### src/pkg/mio_consts.svh
/*
 * constants of the multiplexed port block: register offsets, reset
 * values and field positions.
 * assumes: included by its bare name by the design.
 */
`ifndef MIO_CONSTS_SVH
`define MIO_CONSTS_SVH

// register offsets on the plain register port
`define MIO_OFF_ADDR_LATCH 8'h06
`define MIO_OFF_CTRL_LATCH 8'h07
`define MIO_OFF_ADDR_DIR 8'h08
`define MIO_OFF_ADDR_FUNC 8'h09
`define MIO_OFF_CTRL_DIR 8'h0a
`define MIO_OFF_CTRL_FUNC 8'h0b
`define MIO_OFF_SEL_LATCH 8'h0c
`define MIO_OFF_ANALOG 8'h0d
`define MIO_OFF_SEL_DIR 8'h0e
`define MIO_OFF_SEL_FUNC 8'h0f

// reset values
`define MIO_RST_ADDR_LATCH 8'h00
`define MIO_RST_CTRL_LATCH 8'hff
`define MIO_RST_SEL_LATCH 3'h3
`define MIO_RST_CFG8 8'h00
`define MIO_RST_CFG3 3'h0
`define MIO_RST_RDATA 8'h00

// field positions and fixed read values
`define MIO_RD_BIT 0
`define MIO_WR_BIT 1
`define MIO_HIGH_ADDR_LSB 16
`define MIO_SEL_UNUSED 5'h1f

`endif

### src/pkg/mio_pkg.sv
/*
 * types of the multiplexed port block.
 * assumes: nothing beyond a SystemVerilog compiler.
 */
package mio_pkg;

	// one register port request, as the master drives it
	typedef struct packed {
		logic [7:0] addr;
		logic [7:0] wdata;
		logic wr;
		logic rd;
	} mio_busreq_t;

	// per-bit mode of the address-capable port
	typedef enum logic [1:0] {
		AM_INPUT,
		AM_OUTPUT,
		AM_LOW_ADDR,
		AM_HIGH_ADDR
	} mio_amode_e_t;

endpackage

### src/hdl/mio_pin_sync.sv
/*
 * three-stage synchroniser for pin inputs; a bit changes only once
 * the second and third stages agree.
 * assumes: one clock, asynchronous active-low reset.
 */
`timescale 1ns/100ps

module mio_pin_sync #(
	parameter int WIDTH = 8
) (
	input wire logic mclk,
	input wire logic rstn,
	input wire logic [WIDTH-1:0] din,
	output logic [WIDTH-1:0] dout
);

	logic [WIDTH-1:0] stage1; // read only by stage2
	logic [WIDTH-1:0] stage2;
	logic [WIDTH-1:0] stage3;

	// refuse a width the logic cannot serve
	if (WIDTH < 1) begin : g_chk
		$error("mio_pin_sync: WIDTH must be at least 1");
	end

	//////////////////////////////////////////////////////////////////
	// shift chain
	always_ff @(posedge mclk or negedge rstn) begin
		if (!rstn) begin
			stage1 <= '0;
			stage2 <= '0;
			stage3 <= '0;
		end else begin
			stage1 <= din;
			stage2 <= stage1;
			stage3 <= stage2;
		end
	end

	// accept a bit only when two stages agree, filtering one-cycle glitches
	always_ff @(posedge mclk or negedge rstn) begin
		if (!rstn) begin
			dout <= '0;
		end else begin
			dout <= (stage2 & stage3) | (dout & (stage2 ^ stage3));
		end
	end

endmodule

### src/hdl/mio_ports.sv
/*
 * general-purpose logic of four ports: address-capable port, control
 * strobe port, three-bit select port and analog-shared input port.
 * assumes: register port driven on mclk, strobes one cycle long;
 * pin inputs are asynchronous; cpu address and strobes and the
 * select lines come from logic on mclk.
 */
// Operation
// - reset clears address port latch, direction, function
// - input-mode latch bit switches pull-down, 1 off
// - function/direction pick input, output, low, high address
// - strobe bits output-only, reset high, others pulled-up
// - read strobe with latch 0: every access
// - read strobe with latch 1: external accesses only
// - romless variant forces read and write strobes
// - reset sets select bits 0,1 high, pulled-up
// - reset clears select bit 2, configuration, pull-down
// - select bits may carry active-low area strobes
// - analog-shared port is read-only pin levels
`timescale 1ns/100ps

`include "mio_consts.svh"

module mio_ports
	import mio_pkg::*;
(
	input wire logic mclk,
	input wire logic rstn,
	input mio_busreq_t busReq,
	output logic [7:0] rdData,
	input wire logic [23:0] cpuAddr,
	input wire logic cpuRdN,
	input wire logic cpuWrN,
	input wire logic extAccess,
	input wire logic [2:0] areaSelectN,
	input wire logic [7:2] ctrlAltOut,
	input wire logic romlessPin,
	input wire logic [7:0] addrPortIn,
	output logic [7:0] addrPortOut,
	output logic [7:0] addrPortOeN,
	output logic [7:0] addrPortPullDown,
	input wire logic [7:0] ctrlPortIn,
	output logic [7:0] ctrlPortOut,
	output logic [7:0] ctrlPortOeN,
	output logic [7:0] ctrlPortPullUp,
	input wire logic [2:0] selPortIn,
	output logic [2:0] selPortOut,
	output logic [2:0] selPortOeN,
	output logic [1:0] selPortPullUp,
	output logic selPortPullDown,
	input wire logic [7:0] analogPortIn
);

	//////////////////////////////////////////////////////////////////
	// functions

	// decode one address-port bit into its mode
	function automatic mio_amode_e_t addrMode(input logic f, input logic d);
		mio_amode_e_t m;
		m = AM_INPUT;
		unique case ({f, d})
			2'b00: m = AM_INPUT;
			2'b01: m = AM_OUTPUT;
			2'b10: m = AM_LOW_ADDR;
			2'b11: m = AM_HIGH_ADDR;
		endcase
		return m;
	endfunction

	// write strobe aimed at one offset
	function automatic logic wrHit(input mio_busreq_t r, input logic [7:0] off);
		return r.wr && (r.addr == off);
	endfunction

	// data read value: pin where input, latch where driven
	function automatic logic [7:0] portRead(input logic [7:0] pin,
			input logic [7:0] lat, input logic [7:0] drv);
		return (drv & lat) | (~drv & pin);
	endfunction

	//////////////////////////////////////////////////////////////////
	// state

	logic [7:0] addressPortLatch; // also pull-down control
	logic [7:0] addressPortDirection; // write-only
	logic [7:0] addressPortFunction; // write-only
	logic [7:0] controlPortLatch; // bit 0 is the read pin latch
	logic [7:0] controlPortDirection; // bits 0,1 unused
	logic [7:0] controlPortFunction; // bit 0 is the read strobe select
	logic [2:0] selectPortLatch;
	logic [2:0] selectPortDirection;
	logic [2:0] selectPortFunction;
	logic readPinLatch;
	logic readStrobeSelect;

	// synchronised pins
	logic [7:0] addrSync;
	logic [7:0] ctrlSync;
	logic [2:0] selSync;
	logic [7:0] analogPortInput;
	logic romless;

	// next pin values, registered onto the outputs
	logic [7:0] next_addrPortOut;
	logic [7:0] next_addrPortOeN;
	logic [7:0] next_ctrlPortOut;
	logic [7:0] next_ctrlPortOeN;
	logic [2:0] next_selPortOut;
	logic [2:0] next_selPortOeN;
	logic [7:0] next_rdData;

	// drive masks used for data reads
	logic [7:0] addrDrive;
	logic [7:0] ctrlDrive;
	logic [7:0] selDrive;

	assign readPinLatch = controlPortLatch[`MIO_RD_BIT];
	assign readStrobeSelect = controlPortFunction[`MIO_RD_BIT];

	//////////////////////////////////////////////////////////////////
	// pin synchroniser, one 28-bit instance for all asynchronous inputs
	mio_pin_sync #(
		.WIDTH(28)
	) u_sync (
		.mclk(mclk),
		.rstn(rstn),
		.din({romlessPin, analogPortIn, selPortIn, ctrlPortIn, addrPortIn}),
		.dout({romless, analogPortInput, selSync, ctrlSync, addrSync})
	);

	//////////////////////////////////////////////////////////////////
	// address port registers
	always_ff @(posedge mclk or negedge rstn) begin
		if (!rstn) begin
			addressPortLatch <= `MIO_RST_ADDR_LATCH;
			addressPortDirection <= `MIO_RST_CFG8;
			addressPortFunction <= `MIO_RST_CFG8;
		end else begin
			// the ordering of direction before function is left to software
			if (wrHit(busReq, `MIO_OFF_ADDR_LATCH)) begin
				addressPortLatch <= busReq.wdata;
			end
			if (wrHit(busReq, `MIO_OFF_ADDR_DIR)) begin
				addressPortDirection <= busReq.wdata;
			end
			if (wrHit(busReq, `MIO_OFF_ADDR_FUNC)) begin
				addressPortFunction <= busReq.wdata;
			end
		end
	end

	// control port registers
	always_ff @(posedge mclk or negedge rstn) begin
		if (!rstn) begin
			controlPortLatch <= `MIO_RST_CTRL_LATCH;
			controlPortDirection <= `MIO_RST_CFG8;
			controlPortFunction <= `MIO_RST_CFG8;
		end else begin
			if (wrHit(busReq, `MIO_OFF_CTRL_LATCH)) begin
				controlPortLatch <= busReq.wdata;
			end
			if (wrHit(busReq, `MIO_OFF_CTRL_DIR)) begin
				controlPortDirection <= busReq.wdata;
			end
			if (wrHit(busReq, `MIO_OFF_CTRL_FUNC)) begin
				controlPortFunction <= busReq.wdata;
			end
		end
	end

	// select port registers
	always_ff @(posedge mclk or negedge rstn) begin
		if (!rstn) begin
			selectPortLatch <= `MIO_RST_SEL_LATCH;
			selectPortDirection <= `MIO_RST_CFG3;
			selectPortFunction <= `MIO_RST_CFG3;
		end else begin
			if (wrHit(busReq, `MIO_OFF_SEL_LATCH)) begin
				selectPortLatch <= busReq.wdata[2:0];
			end
			if (wrHit(busReq, `MIO_OFF_SEL_DIR)) begin
				selectPortDirection <= busReq.wdata[2:0];
			end
			if (wrHit(busReq, `MIO_OFF_SEL_FUNC)) begin
				selectPortFunction <= busReq.wdata[2:0];
			end
		end
	end

	//////////////////////////////////////////////////////////////////
	// address port pin mux
	always_comb begin
		next_addrPortOut = addressPortLatch;
		next_addrPortOeN = 8'hff;
		for (int i = 0; i < 8; i++) begin
			unique case (addrMode(addressPortFunction[i], addressPortDirection[i]))
				AM_INPUT: begin
					next_addrPortOeN[i] = 1'b1;
				end
				AM_OUTPUT: begin
					next_addrPortOeN[i] = 1'b0;
				end
				AM_LOW_ADDR: begin
					next_addrPortOut[i] = cpuAddr[i];
					next_addrPortOeN[i] = 1'b0;
				end
				AM_HIGH_ADDR: begin
					next_addrPortOut[i] = cpuAddr[`MIO_HIGH_ADDR_LSB + i];
					next_addrPortOeN[i] = 1'b0;
				end
			endcase
		end
	end

	// control port pin mux; bits 0 and 1 are always driven
	always_comb begin
		next_ctrlPortOut = controlPortLatch;
		next_ctrlPortOeN = ~controlPortDirection;
		next_ctrlPortOeN[1:0] = 2'b00;
		// read strobe: latch 0 widens it to internal accesses too
		if (readStrobeSelect || romless) begin
			next_ctrlPortOut[`MIO_RD_BIT] = (!readPinLatch || extAccess) ? cpuRdN : 1'b1;
		end
		if (controlPortFunction[`MIO_WR_BIT] || romless) begin
			next_ctrlPortOut[`MIO_WR_BIT] = cpuWrN;
		end
		// upper bits carry the core's control outputs in function mode
		for (int i = 2; i < 8; i++) begin
			if (controlPortFunction[i]) begin
				next_ctrlPortOut[i] = ctrlAltOut[i];
			end
		end
	end

	// select port pin mux
	always_comb begin
		next_selPortOut = selectPortLatch;
		next_selPortOeN = ~(selectPortDirection | selectPortFunction);
		for (int i = 0; i < 3; i++) begin
			if (selectPortFunction[i]) begin
				next_selPortOut[i] = areaSelectN[i];
			end
		end
	end

	//////////////////////////////////////////////////////////////////
	// address port outputs
	always_ff @(posedge mclk or negedge rstn) begin
		if (!rstn) begin
			addrPortOut <= `MIO_RST_ADDR_LATCH;
			addrPortOeN <= 8'hff;
			addrPortPullDown <= 8'hff;
		end else begin
			addrPortOut <= next_addrPortOut;
			addrPortOeN <= next_addrPortOeN;
			// latch 1 switches the pull-down off, also in address mode
			addrPortPullDown <= ~addressPortLatch;
		end
	end

	// control port outputs
	always_ff @(posedge mclk or negedge rstn) begin
		if (!rstn) begin
			ctrlPortOut <= `MIO_RST_CTRL_LATCH;
			ctrlPortOeN <= 8'hfc;
			ctrlPortPullUp <= 8'hfc;
		end else begin
			ctrlPortOut <= next_ctrlPortOut;
			ctrlPortOeN <= next_ctrlPortOeN;
			// pull-ups only on undriven bits with latch 1
			ctrlPortPullUp <= {controlPortLatch[7:2] & ~controlPortDirection[7:2], 2'b00};
		end
	end

	// select port outputs
	always_ff @(posedge mclk or negedge rstn) begin
		if (!rstn) begin
			selPortOut <= `MIO_RST_SEL_LATCH;
			selPortOeN <= 3'h7;
			selPortPullUp <= 2'h3;
			selPortPullDown <= 1'b1;
		end else begin
			selPortOut <= next_selPortOut;
			selPortOeN <= next_selPortOeN;
			selPortPullUp <= selectPortLatch[1:0] & next_selPortOeN[1:0];
			selPortPullDown <= ~selectPortLatch[2] & next_selPortOeN[2];
		end
	end

	//////////////////////////////////////////////////////////////////
	// read path; write-only configuration reads as zero
	assign addrDrive = addressPortDirection | addressPortFunction;
	assign ctrlDrive = {controlPortDirection[7:2], 2'b11};
	assign selDrive = {5'h00, selectPortDirection | selectPortFunction};

	always_comb begin
		unique case (busReq.addr)
			`MIO_OFF_ADDR_LATCH: begin
				next_rdData = portRead(addrSync, addressPortLatch, addrDrive);
			end
			`MIO_OFF_CTRL_LATCH: begin
				next_rdData = portRead(ctrlSync, controlPortLatch, ctrlDrive);
			end
			`MIO_OFF_SEL_LATCH: begin
				// absent upper pins have no latch or level, so they read fixed ones
				next_rdData = {`MIO_SEL_UNUSED, 3'h0}
					| portRead({5'h00, selSync}, {5'h00, selectPortLatch}, selDrive);
			end
			`MIO_OFF_ANALOG: begin
				next_rdData = analogPortInput;
			end
			default: begin
				next_rdData = `MIO_RST_RDATA;
			end
		endcase
	end

	// read data stand only in the cycle after the strobe
	always_ff @(posedge mclk or negedge rstn) begin
		if (!rstn) begin
			rdData <= `MIO_RST_RDATA;
		end else begin
			rdData <= busReq.rd ? next_rdData : `MIO_RST_RDATA;
		end
	end

	//////////////////////////////////////////////////////////////////
	// assertion helpers: has a port been configured since reset
	logic addrTouched;
	logic selTouched;

	always_ff @(posedge mclk or negedge rstn) begin
		if (!rstn) begin
			addrTouched <= 1'b0;
			selTouched <= 1'b0;
		end else begin
			if (wrHit(busReq, `MIO_OFF_ADDR_LATCH) || wrHit(busReq, `MIO_OFF_ADDR_DIR)
					|| wrHit(busReq, `MIO_OFF_ADDR_FUNC)) begin
				addrTouched <= 1'b1;
			end
			if (wrHit(busReq, `MIO_OFF_SEL_LATCH) || wrHit(busReq, `MIO_OFF_SEL_DIR)
					|| wrHit(busReq, `MIO_OFF_SEL_FUNC)) begin
				selTouched <= 1'b1;
			end
		end
	end
endmodule

### config.mk
export PLATFORM = sky130hd
export DESIGN_NAME = mio_ports
export DESIGN_NICKNAME = d
export VERILOG_FILES = /design/src/pkg/mio_pkg.sv /design/src/hdl/mio_pin_sync.sv /design/src/hdl/mio_ports.sv
export VERILOG_INCLUDE_DIRS = /design/src /design/src/pkg
export SDC_FILE = /design/constraint.sdc
export NUM_CORES = 1
export LEC_CHECK = 0
export BUFFER_PORTS_ARGS = -buffer_cell sky130_fd_sc_hd__buf_2
export CAP_MARGIN = 30
export CORE_AREA = 2 2 145 147
export DETAILED_ROUTE_END_ITERATION = 16
export DIE_AREA = 0 0 147 149
export GPL_TIMING_DRIVEN = 0
export PLACE_DENSITY = 0.62
export SETUP_SLACK_MARGIN = 0.05
export SLEW_MARGIN = 20
export SYNTH_ARGS = -nofsm -noshare
export SYNTH_HDL_FRONTEND = slang
export SYNTH_HIERARCHICAL = 1
export SYNTH_SLANG_ARGS = --single-unit
### constraint.sdc
create_clock -name mclk -period 2.95 [get_ports mclk]
set_input_delay 0.295 -clock mclk [delete_from_list [all_inputs] [get_ports mclk]]
set_output_delay 0.295 -clock mclk [all_outputs]
set_load 0.01 [all_outputs]
==> summary.md, run 1 <==
The final layout contains 797 nets. After floorplanning, the core was sized to cover 20,600 sq um. The warning count from the yosys run is 6, and the worst hold path depth is 2.

The multi-input combinational cells in the finished layout cover a total of 2080 sq um. The biggest cell delay along the critical path works out to 710 ps. Power spread over the standard cell area amounts to 688 nW/um^2. The routed design could run at a clock period as short as 1880 ps.

Setup repair after global routing left no endpoint under its margin. For this block, the routed nets add up to 15,800 um of wire. Counting along the longest clock path gives a buffer depth of 3. The logs give 53 for the count of standard-cell rows and 0 for the number of nets with antenna violations after detailed routing. The worst hold path belongs to the class in2reg. The floorplan step defined a die boundary enclosing 21,900 sq um. The run finished with clean final reports. Measured against its own limit, the worst slew margin works out to 45.9%. The tools report the H-tree depth reported by CTS as 1. The via count of the first global-routing pass was 4,841; the number of cells on the worst reg-to-reg path was 4.

The starting density of the core is 37.8%. The startpoint identified for the worst register-to-register timing path is addressPortDirection[5]. After layout, the design draws a total of 0.00690 W. The standard cell area after detailed placement was 8840 sq um. In the final routed layout, each cell accounts on average for 16.1 um. For this design the static power due to leakage is 4.87 nW. Fraction of layout instances using a drive strength above 1: 44.1%. STA classifies the critical path endpoint as a flip-flop. Clock slew seen by the registers of the worst setup and hold paths: 60 ps.

The port buffer count came out at 132. The number of vias per cell after detailed routing works out to 4.57. The first global-routing pass estimated 25,600 um of wire. At the worst endpoint, the arrival time is 2320 ps. In the synthesized netlist, the number of instances is 490. The pre-antenna-repair detailed-routing pass consisted of 4 iterations.

Final setup violation count: 0. In this run the clock root is driven by a clkbuf_16. Type of element launching the critical path: an input port. Summing over every cut layer, the via total after detailed routing is 4,491.

The critical path in this run is classified as in2reg. The signal on the critical path passes through buf_2 -> nor4_1 -> nand3_1 -> mux2_2. TritonCTS built the clock tree. End point of the most critical hold path: ctrlPortOut[7].

Entering global routing, the biggest net connects 96 pins. The run gives 10,900 um as the half-perimeter wire length after detailed placement. After global routing the overflow that remains totals 0. Counting the buffers created by CTS gives 25. Beginning of the worst hold path: ctrlAltOut[7].

IR analysis of the VDD net gives a maximum drop of 0.000414 V. The tools report the cell area after layout as 10,000 sq um. For the count of pins over their slew limit, the log shows 0. For the initial antenna violation count, the log shows 1. For the post-synth design cell area, the log shows 7760 sq um. At the end of routability-driven placement, the weighted congestion stood at 0.774. The maximum operating frequency was 531 MHz. The reg2reg setup slack was 1470 ps.

Dividing the synthesized area by the synthesized cell count gives 15.8 sq um. In this run, the number of DRC markers left after iteration 0 of detailed routing was 247. Relative to the synthesized area, the layout overhead comes to 29.2%. Total clock sinks: 220. The final setup skew was 25.4 ps; the slew at the pin closest to its max-slew limit was 804 ps.

The portion of the clock cycle consumed by the worst path in the final layout came out at 63.9%. For this run, the share of the core covered by cells in the final layout is 48.8%. The run gives 14.8% as the global router's overall resource usage. In this run the critical register-to-register path is captured at rdData[5]. The standard cell with the maximum stage delay on the critical path is nor4_1. Fill cells in the final layout number 1,790. Max-cap violations in this run came to 0. The clock insertion delay at the later pin of the skew report was 530 ps; the data required time at the worst endpoint was 3380 ps.

For the storage element area, the log shows 5570 sq um. The top fanout value on the critical path is 8. The floorplan step set the die height to 149 um.

The number of hold violations in the final report came out at 0. 149 I/O pins were placed. The die is 147 um wide. The number of remaining DRC errors came out at 0.
-- state kept, by name, summed over array words and instances, names as in the netlist, 26 cells and up --
signal / count
u_sync/dout: 26
u_sync/stage3: 26
u_sync/stage1: 26
u_sync/stage2: 26
-- report_power, final --
| group | switching [W] | leakage, nW | total, W | internal [W] |
|---|---|---|---|---|
| Combinational | 0.000238 | 1.81 | 0.000471 | 0.000233 |
| Sequential | 0.0000914 | 2.64 | 0.00333 | 0.00323 |
| Clock | 0.00118 | 0.419 | 0.00310 | 0.00192 |
| Total | 0.00151 | 4.87 | 0.00690 | 0.00539 |
-- worst max-delay path: cells and delay by family --
| kind | cells | cell delay (ps) |
|---|---|---|
| AND/OR/NAND/NOR | 2 | 1420 |
| multiplexers | 1 | 490 |
| buffers and inverters | 1 | 110 |
-- placed cells by master, fill, tap and decap left out, types with 2 or more instances in the layout --
| cell type | n |
|---|---|
| dfrtp_1 | 166 |
| buf_2 | 132 |
| mux2_2 | 70 |
| dfstp_2 | 54 |
| dlygate4sd3_1 | 33 |
| a21o_1 | 29 |
| ha_1 | 26 |
| clkbuf_16 | 25 |
| nor2_1 | 22 |
| a21oi_1 | 20 |
| mux2i_1 | 17 |
| inv_1 | 17 |
| nand2_1 | 14 |
| o21ai_0 | 9 |
| nor2b_1 | 8 |
| clkbuf_1 | 7 |
| clkbuf_8 | 7 |
| buf_4 | 5 |
| a2bb2oi_1 | 4 |
| conb_1 | 4 |
| clkinv_2 | 4 |
| nand3_1 | 3 |
| nor3_1 | 3 |
| a31oi_1 | 3 |
| nand2b_1 | 2 |
| nand4_1 | 2 |
| nor4_4 | 2 |
| and2_1 | 2 |
| bufinv_16 | 2 |
| buf_16 | 2 |
-- stage by stage --
step | setup WS (ps) | setup TNS (ps) | cells | hold WS [ps]
4_1_cts | 1130 | 0 | 981 | 7.19
3_5_place_dp | 595 | 0 | 902 | 262
2_1_floorplan | 1190 | 0 | 493 | -0.591
3_3_place_gp | -1850 | -337210 | 900 | 331
5_1_grt | 1040 | 0 | 981 | 13.1
6_report | 1070 | 0 | 982 | 29.6
-- worst max path at each step --
stage	endpoint	slack, ps	startpoint	depth (start not counted)
global placement	rdData[3]	-1850	rstn	1
CTS	controlPortLatch[5]	1130	busReq[15]	4
global route	controlPortLatch[7]	1040	busReq[15]	4
finish	controlPortLatch[5]	1070	busReq[15]	4
floorplan	addressPortFunction[0]	1190	busReq[15]	4
detailed placement	controlPortLatch[5]	590	busReq[15]	4
-- final cells by class --
cell class | instances | share of cell area, %
Tap cell | 275 | 3.43
Inverter | 17 | 0.636
Multi-Input combinational cell | 248 | 20.7
Sequential cell | 220 | 55.6
Antenna cell | 1 | 0.0250
Clock inverter | 8 | 1.07
Buffer | 8 | 0.574
Clock buffer | 38 | 7.42
Timing Repair Buffer | 167 | 10.5
-- metal layers --
metal	up-vias	GRT usage, %	share of wire (%)
met1	2247	19.0	43
met3	33	3.98	5.8
met5	-	0	0
met4	0	4.47	2.6
met2	109	24.8	49
li1	2102	-	-
-- repair_timing --
action                                  in CTS  in global routing
hold endpoints to repair                    80                  0
hold buffers                                33                  0
endpoints found under the setup margin       0                  0
gates resized for setup                      0                  0
buffers inserted                             0                  0
No activity file was read; power rests on OpenSTA's default activity.
==> run 2, diff against run 1 <==
PLACE_DENSITY = 0.64   (was 0.62)
clock period = 1.62 ns   (was 2.95 ns; I/O delays follow)
==> run 2 against run 1 <==
  * Critical path depth increased by 1
  * Global-route usage decreased by 0.16 points
  * Die area unchanged
  * Register-to-register slack got worse by 1400 ps
  * Critical path type unchanged
  * Clock skew decreased by 16 ps
  * Power increased by 69%
  * Worst setup slack got worse by 1100 ps
  * Non-clock buffer count increased by 24
  * Via count decreased by 0.22%
==> summary.md, run 2 (synthesis results as in run 1) <==
The count of standard-cell rows came out at 53 (unchanged). The launching point of the worst reg2reg path was addressPortFunction[1]. The run gives 0.000675 V (+63%) as the worst vdd rail ir drop. The flow ran to the end, and the final reports show no timing, DRC or antenna violations.

The portion of the clock cycle consumed by the worst path in the final layout is 99.5%. The worst setup path is launched from an input port. The cell area after layout is 10,100 sq um (+0.85%).

The clock insertion delay at the later pin of the skew report is 490 ps (-40 ps). Setup repair after global routing could not meet its margin everywhere. The port buffer count is 132 (unchanged). The maximum operating frequency is 620 MHz.

Total clock sinks: 220 (unchanged). The kind of end point of the critical path is a flip-flop. The logs give 25,300 um (-1.1%) for the wire length of the first global-routing pass and 819 (+2.8%) for the total number of nets in the final design. For the starting density of the core, the log shows 37.8% (unchanged). The run gives 0 (unchanged) as the number of remaining DRC errors. For the final core area utilization, the log shows 49.2% (+0.41 points). The fraction of layout instances using a drive strength above 1 is 42.0% (-2.1 points), and the CTS buffer count is 23 (-8.0%). The number of vias per cell after detailed routing is 4.48 (-2.0%), and the number of top-level pins is 149 (unchanged). The total power divided by cell area was 1160 nW/um^2 (+68%). TritonCTS built the clock tree. For the number of hold violations in the final report, the log shows 0 (unchanged). The startpoint identified for the worst hold timing path is cpuAddr[18]. The iteration-0 DRC count of the detailed router came out at 188 (-24%). The buffer type at the clock tree root is clkbuf_16. The run gives 15,600 um (-1.2%) as the wire length reported by the detailed router. The average routed wire per standard cell is 15.6 um (-3.0%), and the maximum count of clock buffers along a single path is 3 (unchanged). The worst relative slew slack was 38.7% (-7.2 points); the clock slew seen by the registers of the worst setup and hold paths was 60 ps (about the same).

The via count of the first global-routing pass was 4,835 (-0.12%). Most frequent standard cell in the layout excluding fill and tap cells: dfrtp_1. The floorplan die width was 147 um (unchanged). For the finished layout, the period the worst path requires is 1610 ps. The first-pass detailed-route iteration total is 4 (unchanged).

The data required time at the worst endpoint was 1990 ps (-1390 ps); the initial antenna violation count was 3 (+2). The run gives 8840 sq um (unchanged) as the standard cell area after detailed placement. The count of pins over their slew limit was 0 (unchanged); the H-tree depth reported by CTS was 1 (unchanged).

The run gives 10,700 um (-0.97%) as the half-perimeter wire length after detailed placement. Chip height: 149 um (unchanged). The library cells used most frequently in the layout, excluding fill and tap cells, are 166 x dfrtp_1, 132 x buf_2, 70 x mux2_2, 57 x dlygate4sd3_1, 54 x dfstp_2.

Final setup violation count: 0 (unchanged). The global router's overall resource usage was 14.7% (-0.16 points). The logs give 20,600 sq um (unchanged) for the core region area and 4,481 (-0.22%) for the total vias in the final route.

The run gives 0 (unchanged) as the number of maximum-capacitance violations. The min-delay analysis places its worst path in the category in2reg. The routability congestion estimate from global placement was 0.756 (-2.3%); the largest net degree at the start of global routing was 97 (+1.0%). Type of the setup path with the least slack: in2reg. The top fanout value on the critical path came out at 6 (-2). The worst setup path startpoint was busReq[15].

The final setup skew is 9.36 ps (-16.0 ps), and the slew at the pin closest to its max-slew limit is 911 ps (+107 ps). The logs give 4.90 nW (+0.71%) for the cell leakage power and 0 (unchanged) for the final global-route overflow total. The run gives 21,900 sq um (unchanged) as the die outline area. Area added between synthesis and finish: 30.3%. Number of nets with antenna violations after detailed routing: 0 (unchanged). The tools report the data arrival time of the critical path as 1980 ps (-340 ps).
[run 2: area by class of cell]
class | count | area [sq um]
timing repair buffer | 191 | 1300
antenna | 1 | 2.50
clock inverter | 5 | 28.8
fill | 1760 | 10400
buffer | 8 | 57.6
clock buffer | 35 | 651
inverter | 17 | 63.8
tap | 275 | 344
sequential | 220 | 5570
multi-input combinational | 248 | 2100
[run 2: per-layer routing]
layer | global-route usage (%) | part of all wire, %
met1 | 19.3 | 44
met2 | 25.0 | 49
met3 | 3.27 | 5.0
met4 | 3.56 | 1.5
met5 | 0 | 0.071
[run 2: worst paths after layout]
path,to,slack (ps),cells after the start
worst max-delay path,controlPortDirection[7],8,5
worst min-delay path,addrPortOut[2],10,3
worst max register to register,rdData[1],120,4
worst min register to register,u_sync/stage2[5],340,0
max in group asynchronous,selPortOut[1],680,3
min in group asynchronous,addressPortDirection[2],140,2
[run 2: worst max-delay path, stage by stage]
cell,delay (ps)
buf_2,110
or4_4,590
nor4_4,340
nand2_1,380
mux2_2,380
[run 2: stage by stage]
stage                     hold WS (ps)  total power, W  worst slack (ps)  setup TNS [ps]  std cells
after floorplan                   -134         0.00650             -5.76           -67.8        493
after global placement             270         0.00689             -3010         -611030        900
after detailed placement          71.9         0.00696              -585          -23330        902
after CTS                         2.49          0.0119              1.29               0        997
after global routing              3.67          0.0122             -51.3            -555       1000
final                             10.1          0.0117              7.82               0       1000
[run 2: power by group]
group,internal [W],leakage [nW],total [W],switching (W)
registers,0.00589,2.64,0.00605,0.000165
clock network,0.00276,0.335,0.00472,0.00197
logic,0.000464,1.93,0.000908,0.000444
total,0.00911,4.90,0.0117,0.00257
[run 2: timing repair]
item / CTS / global route
resized for setup: 3 / 2
pin swaps: 0 / 0
buffers inserted: 0 / 0
gates cloned: 0 / 0
hold endpoints to repair: 218 / 2
setup endpoints to repair: 21 / 24
hold buffers: 55 / 2
